### src/rtl/flash_prog_map.vh
// constants for the serial flash program path
`ifndef FLASH_PROG_MAP_VH
`define FLASH_PROG_MAP_VH
// command codes
`define CMD_DUAL_PROG 8'hA2
`define CMD_QUAD_PROG 8'h32
`define CMD_SEQ_PROG_A 8'hAD
`define CMD_SEQ_PROG_B 8'hAF
// array geometry
`define ARRAY_TOP 19'h7_FFFF
`define BLOCK_MSB 18
`define BLOCK_LSB 16
`define PAGE_BYTES 9'h100
// frame bit positions: command ends at 8 bits, address at 32
`define CMD_LAST_BIT 6'h07
`define ADDR_LAST_BIT 6'h1F
// pin sample vector positions
`define PIN_CS 5
`define PIN_SCK 4
`define PIN_SI 3
`define PIN_SO 2
`define PIN_WP 1
`define PIN_HOLD 0
// program times in microseconds, clock in MHz
`define CLK_MHZ 100
`define BYTE_PROGRAM_TIME_US 10
`define PAGE_PROGRAM_TIME_US 100
`endif

### src/rtl/serial_flash_program_path.v
// program-command logic of a serial flash: sequential, dual and quad program
`timescale 1ns/100ps
`include "flash_prog_map.vh"

// first-word-fall-through fifo between page buffer and array write port
module prog_fifo #(
   parameter WIDTH = 27,
   parameter DEPTH = 16,
   parameter AW = 4
) (
   input wire clk_sys,
   input wire reset,
   input wire inValid,
   output wire inReady,
   input wire [WIDTH-1:0] inData,
   output wire outValid,
   input wire outReady,
   output wire [WIDTH-1:0] outData
);
   reg [WIDTH-1:0] store [0:DEPTH-1]; // word storage
   reg [AW:0] wrPtr; // extra bit tells full from empty
   reg [AW:0] rdPtr;
   wire full = (wrPtr[AW] != rdPtr[AW]) && (wrPtr[AW-1:0] == rdPtr[AW-1:0]);
   wire empty = (wrPtr == rdPtr);
   assign inReady = !full;
   assign outValid = !empty;
   assign outData = store[rdPtr[AW-1:0]];
   // write side
   always @(posedge clk_sys) begin
      if (inValid && !full) begin
         store[wrPtr[AW-1:0]] <= inData;
      end
   end
   // pointer update
   always @(posedge clk_sys) begin
      if (reset) begin
         wrPtr <= {(AW+1){1'b0}};
         rdPtr <= {(AW+1){1'b0}};
      end else begin
         if (inValid && !full) wrPtr <= wrPtr + 1'b1;
         if (outReady && !empty) rdPtr <= rdPtr + 1'b1;
      end
   end
endmodule // prog_fifo

// Behaviour
// - sequential mode programs only last byte
// - sequential unaligned release discards byte, clears latch
// - protected sequential start skipped, latch cleared
// - exit sequential before protected block, clear latch
// - no wrap: exit after top address
// - exit when entering erase-suspended block
// - latch cleared ends sequential mode
// - verify failure sets both error flags
// - dual program writes 1-256 bytes
// - command, address msb first on input
// - dual byte: four clocks, output pin high
// - page data wraps within same page
// - program on release; keep last 256
// - dual needs address, whole byte, aligned release
// - protected dual address: no program, clear latch
// - quad data on four pins
// - busy shown during self-timed programming
// - quad byte: two clocks, hold first
// - later sequential frames: command then byte
module serial_flash_program_path #(
   parameter PAGE_PROG_CYCLES = `PAGE_PROGRAM_TIME_US * `CLK_MHZ
) (
   input wire clk_sys,
   input wire reset,
   input wire csN,
   input wire sck,
   input wire siIn,
   input wire soIn,
   output wire soOut,
   output wire soOeN,
   input wire wpIn,
   input wire holdIn,
   input wire writeEnableCmd,
   input wire writeDisableCmd,
   input wire quadEnableBit,
   input wire [7:0] protectMask,
   input wire eraseSuspended,
   input wire [2:0] suspendedBlock,
   input wire errorClear,
   input wire verifyFail,
   output reg writeEnableLatch,
   output wire busyFlag,
   output reg seqMode,
   output reg eraseErrorFlag,
   output reg programErrorFlag,
   output wire memWrValid,
   input wire memWrReady,
   output wire [18:0] memWrAddr,
   output wire [7:0] memWrData
);
   localparam [15:0] BYTE_PROG_CYCLES = `BYTE_PROGRAM_TIME_US * `CLK_MHZ;
   // link phases
   localparam [1:0] PH_CMD = 2'h0;
   localparam [1:0] PH_ADDR = 2'h1;
   localparam [1:0] PH_DATA = 2'h2;
   localparam [1:0] PH_SKIP = 2'h3;
   // program engine states
   localparam [1:0] EN_IDLE = 2'h0;
   localparam [1:0] EN_LOAD = 2'h1;
   localparam [1:0] EN_WAIT = 2'h2;

   // the so pin only ever listens in this block, never driven
   assign soOut = 1'b0;
   assign soOeN = 1'b1;

   // block index of an array address
   function [2:0] blockOf;
      input [18:0] a;
      begin
         blockOf = a[`BLOCK_MSB:`BLOCK_LSB];
      end
   endfunction

   function isSeqCmd;
      input [7:0] c;
      begin
         isSeqCmd = (c == `CMD_SEQ_PROG_A) || (c == `CMD_SEQ_PROG_B);
      end
   endfunction

   reg [5:0] pinMeta; // first stage, read by pinSync only
   reg [5:0] pinSync;
   reg sckPrev;
   reg csPrev;
   // two-flop synchronisers for all pins
   always @(posedge clk_sys) begin
      if (reset) begin
         pinMeta <= 6'h3F;
         pinSync <= 6'h3F;
         sckPrev <= 1'b1;
         csPrev <= 1'b1;
      end else begin
         pinMeta <= {csN, sck, siIn, soIn, wpIn, holdIn};
         pinSync <= pinMeta;
         sckPrev <= pinSync[`PIN_SCK];
         csPrev <= pinSync[`PIN_CS];
      end
   end
   wire csActive = !pinSync[`PIN_CS];
   wire frameStart = csPrev && !pinSync[`PIN_CS];
   wire frameEnd = !csPrev && pinSync[`PIN_CS];
   wire sckRise = csActive && pinSync[`PIN_SCK] && !sckPrev;

   reg [1:0] phase;
   reg [7:0] cmd;
   reg [23:0] addr;
   reg [5:0] bitCnt; // command plus address bits
   reg [7:0] dataShift;
   reg [3:0] bitsIn; // bits of current data byte
   reg gotByte;
   reg [7:0] wrIdx; // in-page write position
   reg [7:0] seqLatch;
   reg [7:0] pageBuf [0:255];
   reg [255:0] bufValid;
   reg [1:0] engState;

   wire [7:0] nextCmd = {cmd[6:0], pinSync[`PIN_SI]};
   // command acceptance: not busy, latch set, mode legal
   wire cmdOk = (engState == EN_IDLE) && writeEnableLatch &&
      (isSeqCmd(nextCmd) || (!seqMode && ((nextCmd == `CMD_DUAL_PROG) ||
      ((nextCmd == `CMD_QUAD_PROG) && quadEnableBit))));
   wire isDual = (cmd == `CMD_DUAL_PROG);
   wire isQuad = (cmd == `CMD_QUAD_PROG);
   // bits taken per clock in the data phase
   wire [3:0] laneBits = isQuad ? 4'h4 : (isDual ? 4'h2 : 4'h1);
   reg [7:0] shifted;
   always @* begin
      if (isQuad) begin
         shifted = {dataShift[3:0], pinSync[`PIN_HOLD], pinSync[`PIN_WP],
            pinSync[`PIN_SO], pinSync[`PIN_SI]};
      end else if (isDual) begin
         shifted = {dataShift[5:0], pinSync[`PIN_SO], pinSync[`PIN_SI]};
      end else begin
         shifted = {dataShift[6:0], pinSync[`PIN_SI]};
      end
   end
   wire byteDone = (bitsIn + laneBits) == 4'h8;

   // frame receiver: command, address, data shifting
   always @(posedge clk_sys) begin
      if (reset) begin
         phase <= PH_CMD;
         cmd <= 8'h00;
         addr <= 24'h00_0000;
         bitCnt <= 6'h00;
         dataShift <= 8'h00;
         bitsIn <= 4'h0;
         gotByte <= 1'b0;
         wrIdx <= 8'h00;
         seqLatch <= 8'h00;
         bufValid <= 256'h0;
      end else if (frameStart) begin
         phase <= PH_CMD;
         bitCnt <= 6'h00;
         bitsIn <= 4'h0;
         gotByte <= 1'b0;
      end else if (sckRise) begin
         case (phase)
            PH_CMD: begin
               cmd <= nextCmd;
               bitCnt <= bitCnt + 6'h01;
               if (bitCnt == `CMD_LAST_BIT) begin
                  if (!cmdOk) begin
                     phase <= PH_SKIP;
                  end else if (isSeqCmd(nextCmd) && seqMode) begin
                     phase <= PH_DATA;
                  end else begin
                     phase <= PH_ADDR;
                     if (!isSeqCmd(nextCmd)) bufValid <= 256'h0;
                  end
               end
            end
            PH_ADDR: begin
               addr <= {addr[22:0], pinSync[`PIN_SI]};
               bitCnt <= bitCnt + 6'h01;
               if (bitCnt == `ADDR_LAST_BIT) begin
                  phase <= PH_DATA;
                  wrIdx <= {addr[6:0], pinSync[`PIN_SI]};
               end
            end
            PH_DATA: begin
               dataShift <= shifted;
               if (byteDone) begin
                  bitsIn <= 4'h0;
                  gotByte <= 1'b1;
                  if (isSeqCmd(cmd)) begin
                     seqLatch <= shifted;
                  end else begin
                     // index wraps inside the page; later bytes overwrite
                     pageBuf[wrIdx] <= shifted;
                     bufValid[wrIdx] <= 1'b1;
                     wrIdx <= wrIdx + 8'h01;
                  end
               end else begin
                  bitsIn <= bitsIn + laneBits;
               end
            end
            default: begin
               phase <= PH_SKIP;
            end
         endcase
      end
   end

   // frame end evaluation
   wire complete = (phase == PH_DATA) && gotByte && (bitsIn == 4'h0);
   wire accepted = (phase == PH_ADDR) || (phase == PH_DATA);
   wire seqFirst = isSeqCmd(cmd) && !seqMode;
   wire startProt = protectMask[blockOf(addr[18:0])] && (seqFirst || !isSeqCmd(cmd));
   wire abortClr = frameEnd && accepted && (!complete || startProt);
   wire progStart = frameEnd && accepted && complete && !startProt;

   reg [18:0] seqAddr; // internal sequential address counter
   reg [10:0] pageBase;
   reg singleByte;
   reg [7:0] loadIdx;
   reg [15:0] timer;
   wire [18:0] seqNext = seqAddr + 19'h0_0001;
   wire fifoInReady;
   wire fifoOutValid;
   wire fifoInValid = (engState == EN_LOAD) && (singleByte || bufValid[loadIdx]);
   wire [26:0] fifoInData = singleByte ? {seqAddr, seqLatch} :
      {pageBase, loadIdx, pageBuf[loadIdx]};
   wire engDone = (engState == EN_WAIT) && (timer == 16'h0000) && !fifoOutValid;
   // exit and page-end clears fire in the engine's last cycle, so the latch drops together with busy
   wire seqLast = (seqAddr == `ARRAY_TOP);
   wire seqHitProt = protectMask[blockOf(seqNext)];
   wire seqExitClr = engDone && singleByte && (seqLast || seqHitProt); // latch clear on top-address or protected-block exit
   wire pageDoneClr = engDone && !singleByte; // latch clear after a page
   // any latch clear this cycle that the enable command does not override
   wire latchClr = !writeEnableCmd && (writeDisableCmd || abortClr || seqExitClr || pageDoneClr);

   // self-timed program engine
   always @(posedge clk_sys) begin
      if (reset) begin
         engState <= EN_IDLE;
         seqAddr <= 19'h0_0000;
         pageBase <= 11'h000;
         singleByte <= 1'b0;
         loadIdx <= 8'h00;
         timer <= 16'h0000;
         seqMode <= 1'b0;
      end else begin
         if (timer != 16'h0000) timer <= timer - 16'h0001;
         case (engState)
            EN_IDLE: begin
               if (progStart) begin
                  engState <= EN_LOAD;
                  loadIdx <= 8'h00;
                  singleByte <= isSeqCmd(cmd);
                  pageBase <= addr[18:8];
                  if (seqFirst) begin
                     seqAddr <= addr[18:0];
                     seqMode <= 1'b1;
                  end
                  timer <= isSeqCmd(cmd) ? BYTE_PROG_CYCLES : PAGE_PROG_CYCLES[15:0];
               end
            end
            EN_LOAD: begin
               // a full fifo stalls the walk through the page buffer
               if (!fifoInValid || fifoInReady) begin
                  loadIdx <= loadIdx + 8'h01;
                  if (singleByte || (loadIdx == 8'hFF)) engState <= EN_WAIT;
               end
            end
            EN_WAIT: begin
               if (engDone) begin
                  engState <= EN_IDLE;
                  if (seqExitClr) begin
                     seqMode <= 1'b0;
                  end else if (singleByte) begin
                     seqAddr <= seqNext;
                     if (eraseSuspended && (blockOf(seqNext) == suspendedBlock)) begin
                        seqMode <= 1'b0;
                     end
                  end
               end
            end
            default: begin
               engState <= EN_IDLE;
            end
         endcase
         // a latch cleared now or earlier ends sequential mode in the same cycle
         if (!writeEnableLatch || latchClr) seqMode <= 1'b0;
      end
   end
   assign busyFlag = (engState != EN_IDLE);

   // write enable latch: the write enable command wins over clears
   always @(posedge clk_sys) begin
      if (reset) begin
         writeEnableLatch <= 1'b0;
      end else if (writeEnableCmd) begin
         writeEnableLatch <= 1'b1;
      end else if (latchClr) begin
         writeEnableLatch <= 1'b0;
      end
   end

   // sticky error flags, a new failure wins over the clear
   always @(posedge clk_sys) begin
      if (reset) begin
         eraseErrorFlag <= 1'b0;
         programErrorFlag <= 1'b0;
      end else if (verifyFail && busyFlag) begin
         eraseErrorFlag <= 1'b1;
         programErrorFlag <= 1'b1;
      end else if (errorClear) begin
         eraseErrorFlag <= 1'b0;
         programErrorFlag <= 1'b0;
      end
   end

   // array write queue, drained by the array at its own pace
   prog_fifo #(
      .WIDTH(27),
      .DEPTH(16),
      .AW(4)
   ) writeQueue (
      .clk_sys(clk_sys),
      .reset(reset),
      .inValid(fifoInValid),
      .inReady(fifoInReady),
      .inData(fifoInData),
      .outValid(fifoOutValid),
      .outReady(memWrReady),
      .outData({memWrAddr, memWrData})
   );
   assign memWrValid = fifoOutValid;
endmodule // serial_flash_program_path

### config.mk
export PLATFORM = sky130hd
export DESIGN_NAME = serial_flash_program_path
export DESIGN_NICKNAME = d
export VERILOG_FILES = /design/src/rtl/serial_flash_program_path.v
export VERILOG_INCLUDE_DIRS = /design/src /design/src/rtl
export SDC_FILE = /design/constraint.sdc
export NUM_CORES = 2
export LEC_CHECK = 0
export BUFFER_PORTS_ARGS = -buffer_cell sky130_fd_sc_hd__buf_4
export CORE_MARGIN = 5
export CORE_UTILIZATION = 30
export DETAILED_ROUTE_END_ITERATION = 8
export PLACE_DENSITY = 0.45
export SKIP_LAST_GASP = 1
export SYNTH_ARGS = -nofsm -noshare
export SYNTH_HDL_FRONTEND = slang
export SYNTH_HIERARCHICAL = 1
export SYNTH_SLANG_ARGS = --single-unit
### constraint.sdc
create_clock -name clk_sys -period 6.36 [get_ports clk_sys]
set_input_delay 1.272 -clock clk_sys [delete_from_list [all_inputs] [get_ports clk_sys]]
set_output_delay 1.272 -clock clk_sys [all_outputs]
set_load 0.02 [all_outputs]
==> flow_metrics.tcl <==
set metrics [dict create \
    status "finished, final reports clean" \
    fp.dieW_um 625 \
    yosysTopAreaCell "edfxtp_1" \
    synth.distinct_cells 80 \
    synth_warnings 6 \
    r2r_start "cmd[5]" \
    reg2reg_depth 14 \
    synth_top_area_share 0.657 \
    htree_levels 5 \
    drive_above_1_share 0.264 \
    drt_pass1_iterations 5 \
    crit_path_end_kind "flop" \
    synth_common_cells "edfxtp_1 (2480), mux4_2 (884), nor2_1 (616)" \
    cts_buffer_depth 4 \
    fmax_ghz 0.182 \
    synth_flop_cell "edfxtp_1" \
    finClkSkew_ns 0.0694 \
    async_flop_share 0 \
    post_cts_buffers 0 \
    timing.final.ws_setup_ns 0.867 \
    hp-class "flop to flop" \
    post-place-ws_ns 0.822 \
    drt-total-wl_mm 307 \
    path_clk_slew_ns 0.06 \
    seq_area_frac_synth 0.730 \
    syn_area_per_cell_um2 19.4 \
    startpoint "cmd[5]" \
    drtIter0Drc 5276 \
    grtUsageTotal 0.154 \
    cts-buffers-inserted 316 \
    syn-num-nets 5899 \
    path_class "flop to flop" \
    leakagePower_nw 38.7 \
    r2r_slack_ns 0.87 \
    netlist_area_um2 113000 \
    dp_hpwl_mm 182 \
    nets 6009 \
    hold_viol_final 0 \
    clock_sinks 2895 \
    drtAntennaViolNets 0 \
    worst_skew_pair.late_latency_ns 0.92 \
    path_max_fanout 17 \
    cp.arrival_ns 6.00 \
    vias 57000 \
    hold_depth 1 \
    drc 0 \
    cp.required_ns 6.87 \
    antenna_found_initial 11 \
    grt-ovfl-total 0 \
    rsz0062_at_grt "no" \
    synth_edf_count 2480 \
    setup_violations 0 \
    final.period_utilization 0.864 \
    start_util 0.301 \
    row_count 225 \
    cellPowerDensity_nw_per_um2 300 \
    peakVddDrop_mv 0.208 \
    reg2reg_to "pageBuf[123][4]" \
    critPathLaunchType "flop" \
    portBuffers 58 \
    tritoncts "built" \
    timing.critical_path.to "pageBuf[123][4]" \
    maxCapViolations 0 \
    dieArea_um2 390000 \
    wire_per_inst_um 27.4 \
    ys_seq_elements 2895 \
    cts_hold_repair.buffers 0 \
    die_h_um 625 \
    max_slew_margin 0.0990 \
    tns_ns 0 \
    grt_max_degree 157 \
    core_area_um2 376000 \
    min_period_ns 5.49 \
    final-max-slew-violation-count 0 \
    cts_resized 0 \
    gp_congestion 0.764 \
    grt_pass1_wl_mm 442 \
    clockRootBuffer "clkbuf_16" \
    syn_inst 5853 \
    grt_pass1_vias 58700 \
    syn2layout_area_growth_pct 14.9 \
    via_per_inst 5.09 \
    yosys-top-cells-area "edfxtp_1 (66%), mux4_2 (18%), dfxtp_1 (7.3%), nor2_1 (2.0%), a31oi_1 (1.4%)" \
    tightest_slew_ns 1.35 \
    ios 61 \
    n_fill_cell 35200 \
    yosysMostFrequentCell "edfxtp_1" \
]
[state kept, by name (all words and copies together) (netlist names), 2 cells and up, named ones only]
signal            count
phase                 2
loadIdx               8
timer                16
writeQueue/rdPtr      5
bufValid            256
writeQueue/wrPtr      5
pinSync               6
engState              2
pageBase             11
pinMeta               6
writeQueue/store    432
bitCnt                6
addr                 19
seqLatch              8
dataShift             7
pageBuf            2048
bitsIn                4
seqAddr              19
wrIdx                 8
cmd                   8
[routing by layer]
metal	up-vias	global-route usage	share of wire
li1	24100	-	-
met1	30900	0.219	0.45
met2	1585	0.248	0.48
met3	406	0.0231	0.050
met4	4	0.0366	0.022
met5	-	0	0.000088
[cells in the final DEF, fill, tap and decap left out, types with 10 or more instances in the layout]
cell type     n
inv_1        28
nand3_1      48
mux2i_1      38
nand2_1     172
mux4_2      884
nor3_1       24
a211oi_1     10
nand4_1      14
and3_2       15
clkbuf_16   323
a31oi_1     246
or2_2        18
buf_4       157
bufinv_16    25
clkbuf_1     78
nand2b_1     18
o21ai_0      26
a21oi_1      83
mux2_2       30
a22oi_1      18
o31ai_1      18
clkinv_1     55
buf_12       34
edfxtp_1   2480
xnor2_1      19
dfxtp_1     401
nor2_1      615
clkinv_2     46
nor2b_1      18
nand3_2      12
ha_1         15
and2_1       11
xor2_1       12
[area by class of cell]
type,instances,area (µm²),share of cell area
Antenna cell,2,5.00,0.0000384
Multi-Input combinational cell,2527,29100,0.223
Inverter,32,128,0.000980
Sequential cell,2895,82800,0.636
Tap cell,4994,6250,0.0480
Timing Repair Buffer,191,1860,0.0143
Clock buffer,410,8500,0.0653
Clock inverter,157,1590,0.0122
[through the flow]
stage / cells / utilization / hold WS, ns / instance area, µm² / power (mW)
4_1_cts: 11200 / 0.346 / 0.413 / 130000 / 39.6
5_1_grt: 11200 / 0.346 / 0.414 / 130000 / 40.4
3_3_place_gp: 10600 / 0.319 / 0.397 / 120000 / 21.4
6_report: 11200 / 0.346 / 0.406 / 130000 / 39.1
2_1_floorplan: 5853 / - / 0.389 / 113000 / 21.3
3_5_place_dp: 10600 / 0.319 / 0.394 / 120000 / 21.4
[cells by family after synthesis]
kind of cell / after synthesis / share of synthesized area
adders and majority gates: 21 / 0.00236
buffers and inverters: 431 / 0.0154
other: 2 / 0.0000663
AOI/OAI and AO/OA: 479 / 0.0272
DFF: 2895 / 0.730
xor gates and xnor gates: 32 / 0.00259
muxes: 959 / 0.183
and+or+nand+nor: 1034 / 0.0394
[worst max-delay path: stages, from the launching register on]
cell and delay [ns]:
dfxtp_1 0.37, nor4bb_1 0.43, and2_1 0.40, nor2_1 0.23, ha_1 0.28, fa_1 0.45
xnor3_1 0.29, nand2_1 0.11, nor2_1 0.20, nand2_1 0.09, nor3_2 0.30, buf_4 0.38
nand3_2 0.50, buf_4 0.43, nor2_1 0.60
[where the power goes]
group	leakage, nW	internal [mW]	total [mW]	switching [mW]
registers	25.8	20.4	20.4	0.0744
logic	7.93	0.247	0.556	0.309
clock network	4.92	10.5	18.1	7.59
[worst min-delay path by stage]
stage / from / end / slack [ns]
after global routing: pinMeta[1] / pinSync[1] / 0.41
final: pinMeta[1] / pinSync[1] / 0.41
after CTS: pinMeta[3] / pinSync[3] / 0.41
after detailed placement: pinMeta[3] / pinSync[3] / 0.39
after floorplan: pinMeta[0] / pinSync[0] / 0.39
after global placement: pinMeta[3] / pinSync[3] / 0.40
No activity file was read; power rests on OpenSTA's default activity.
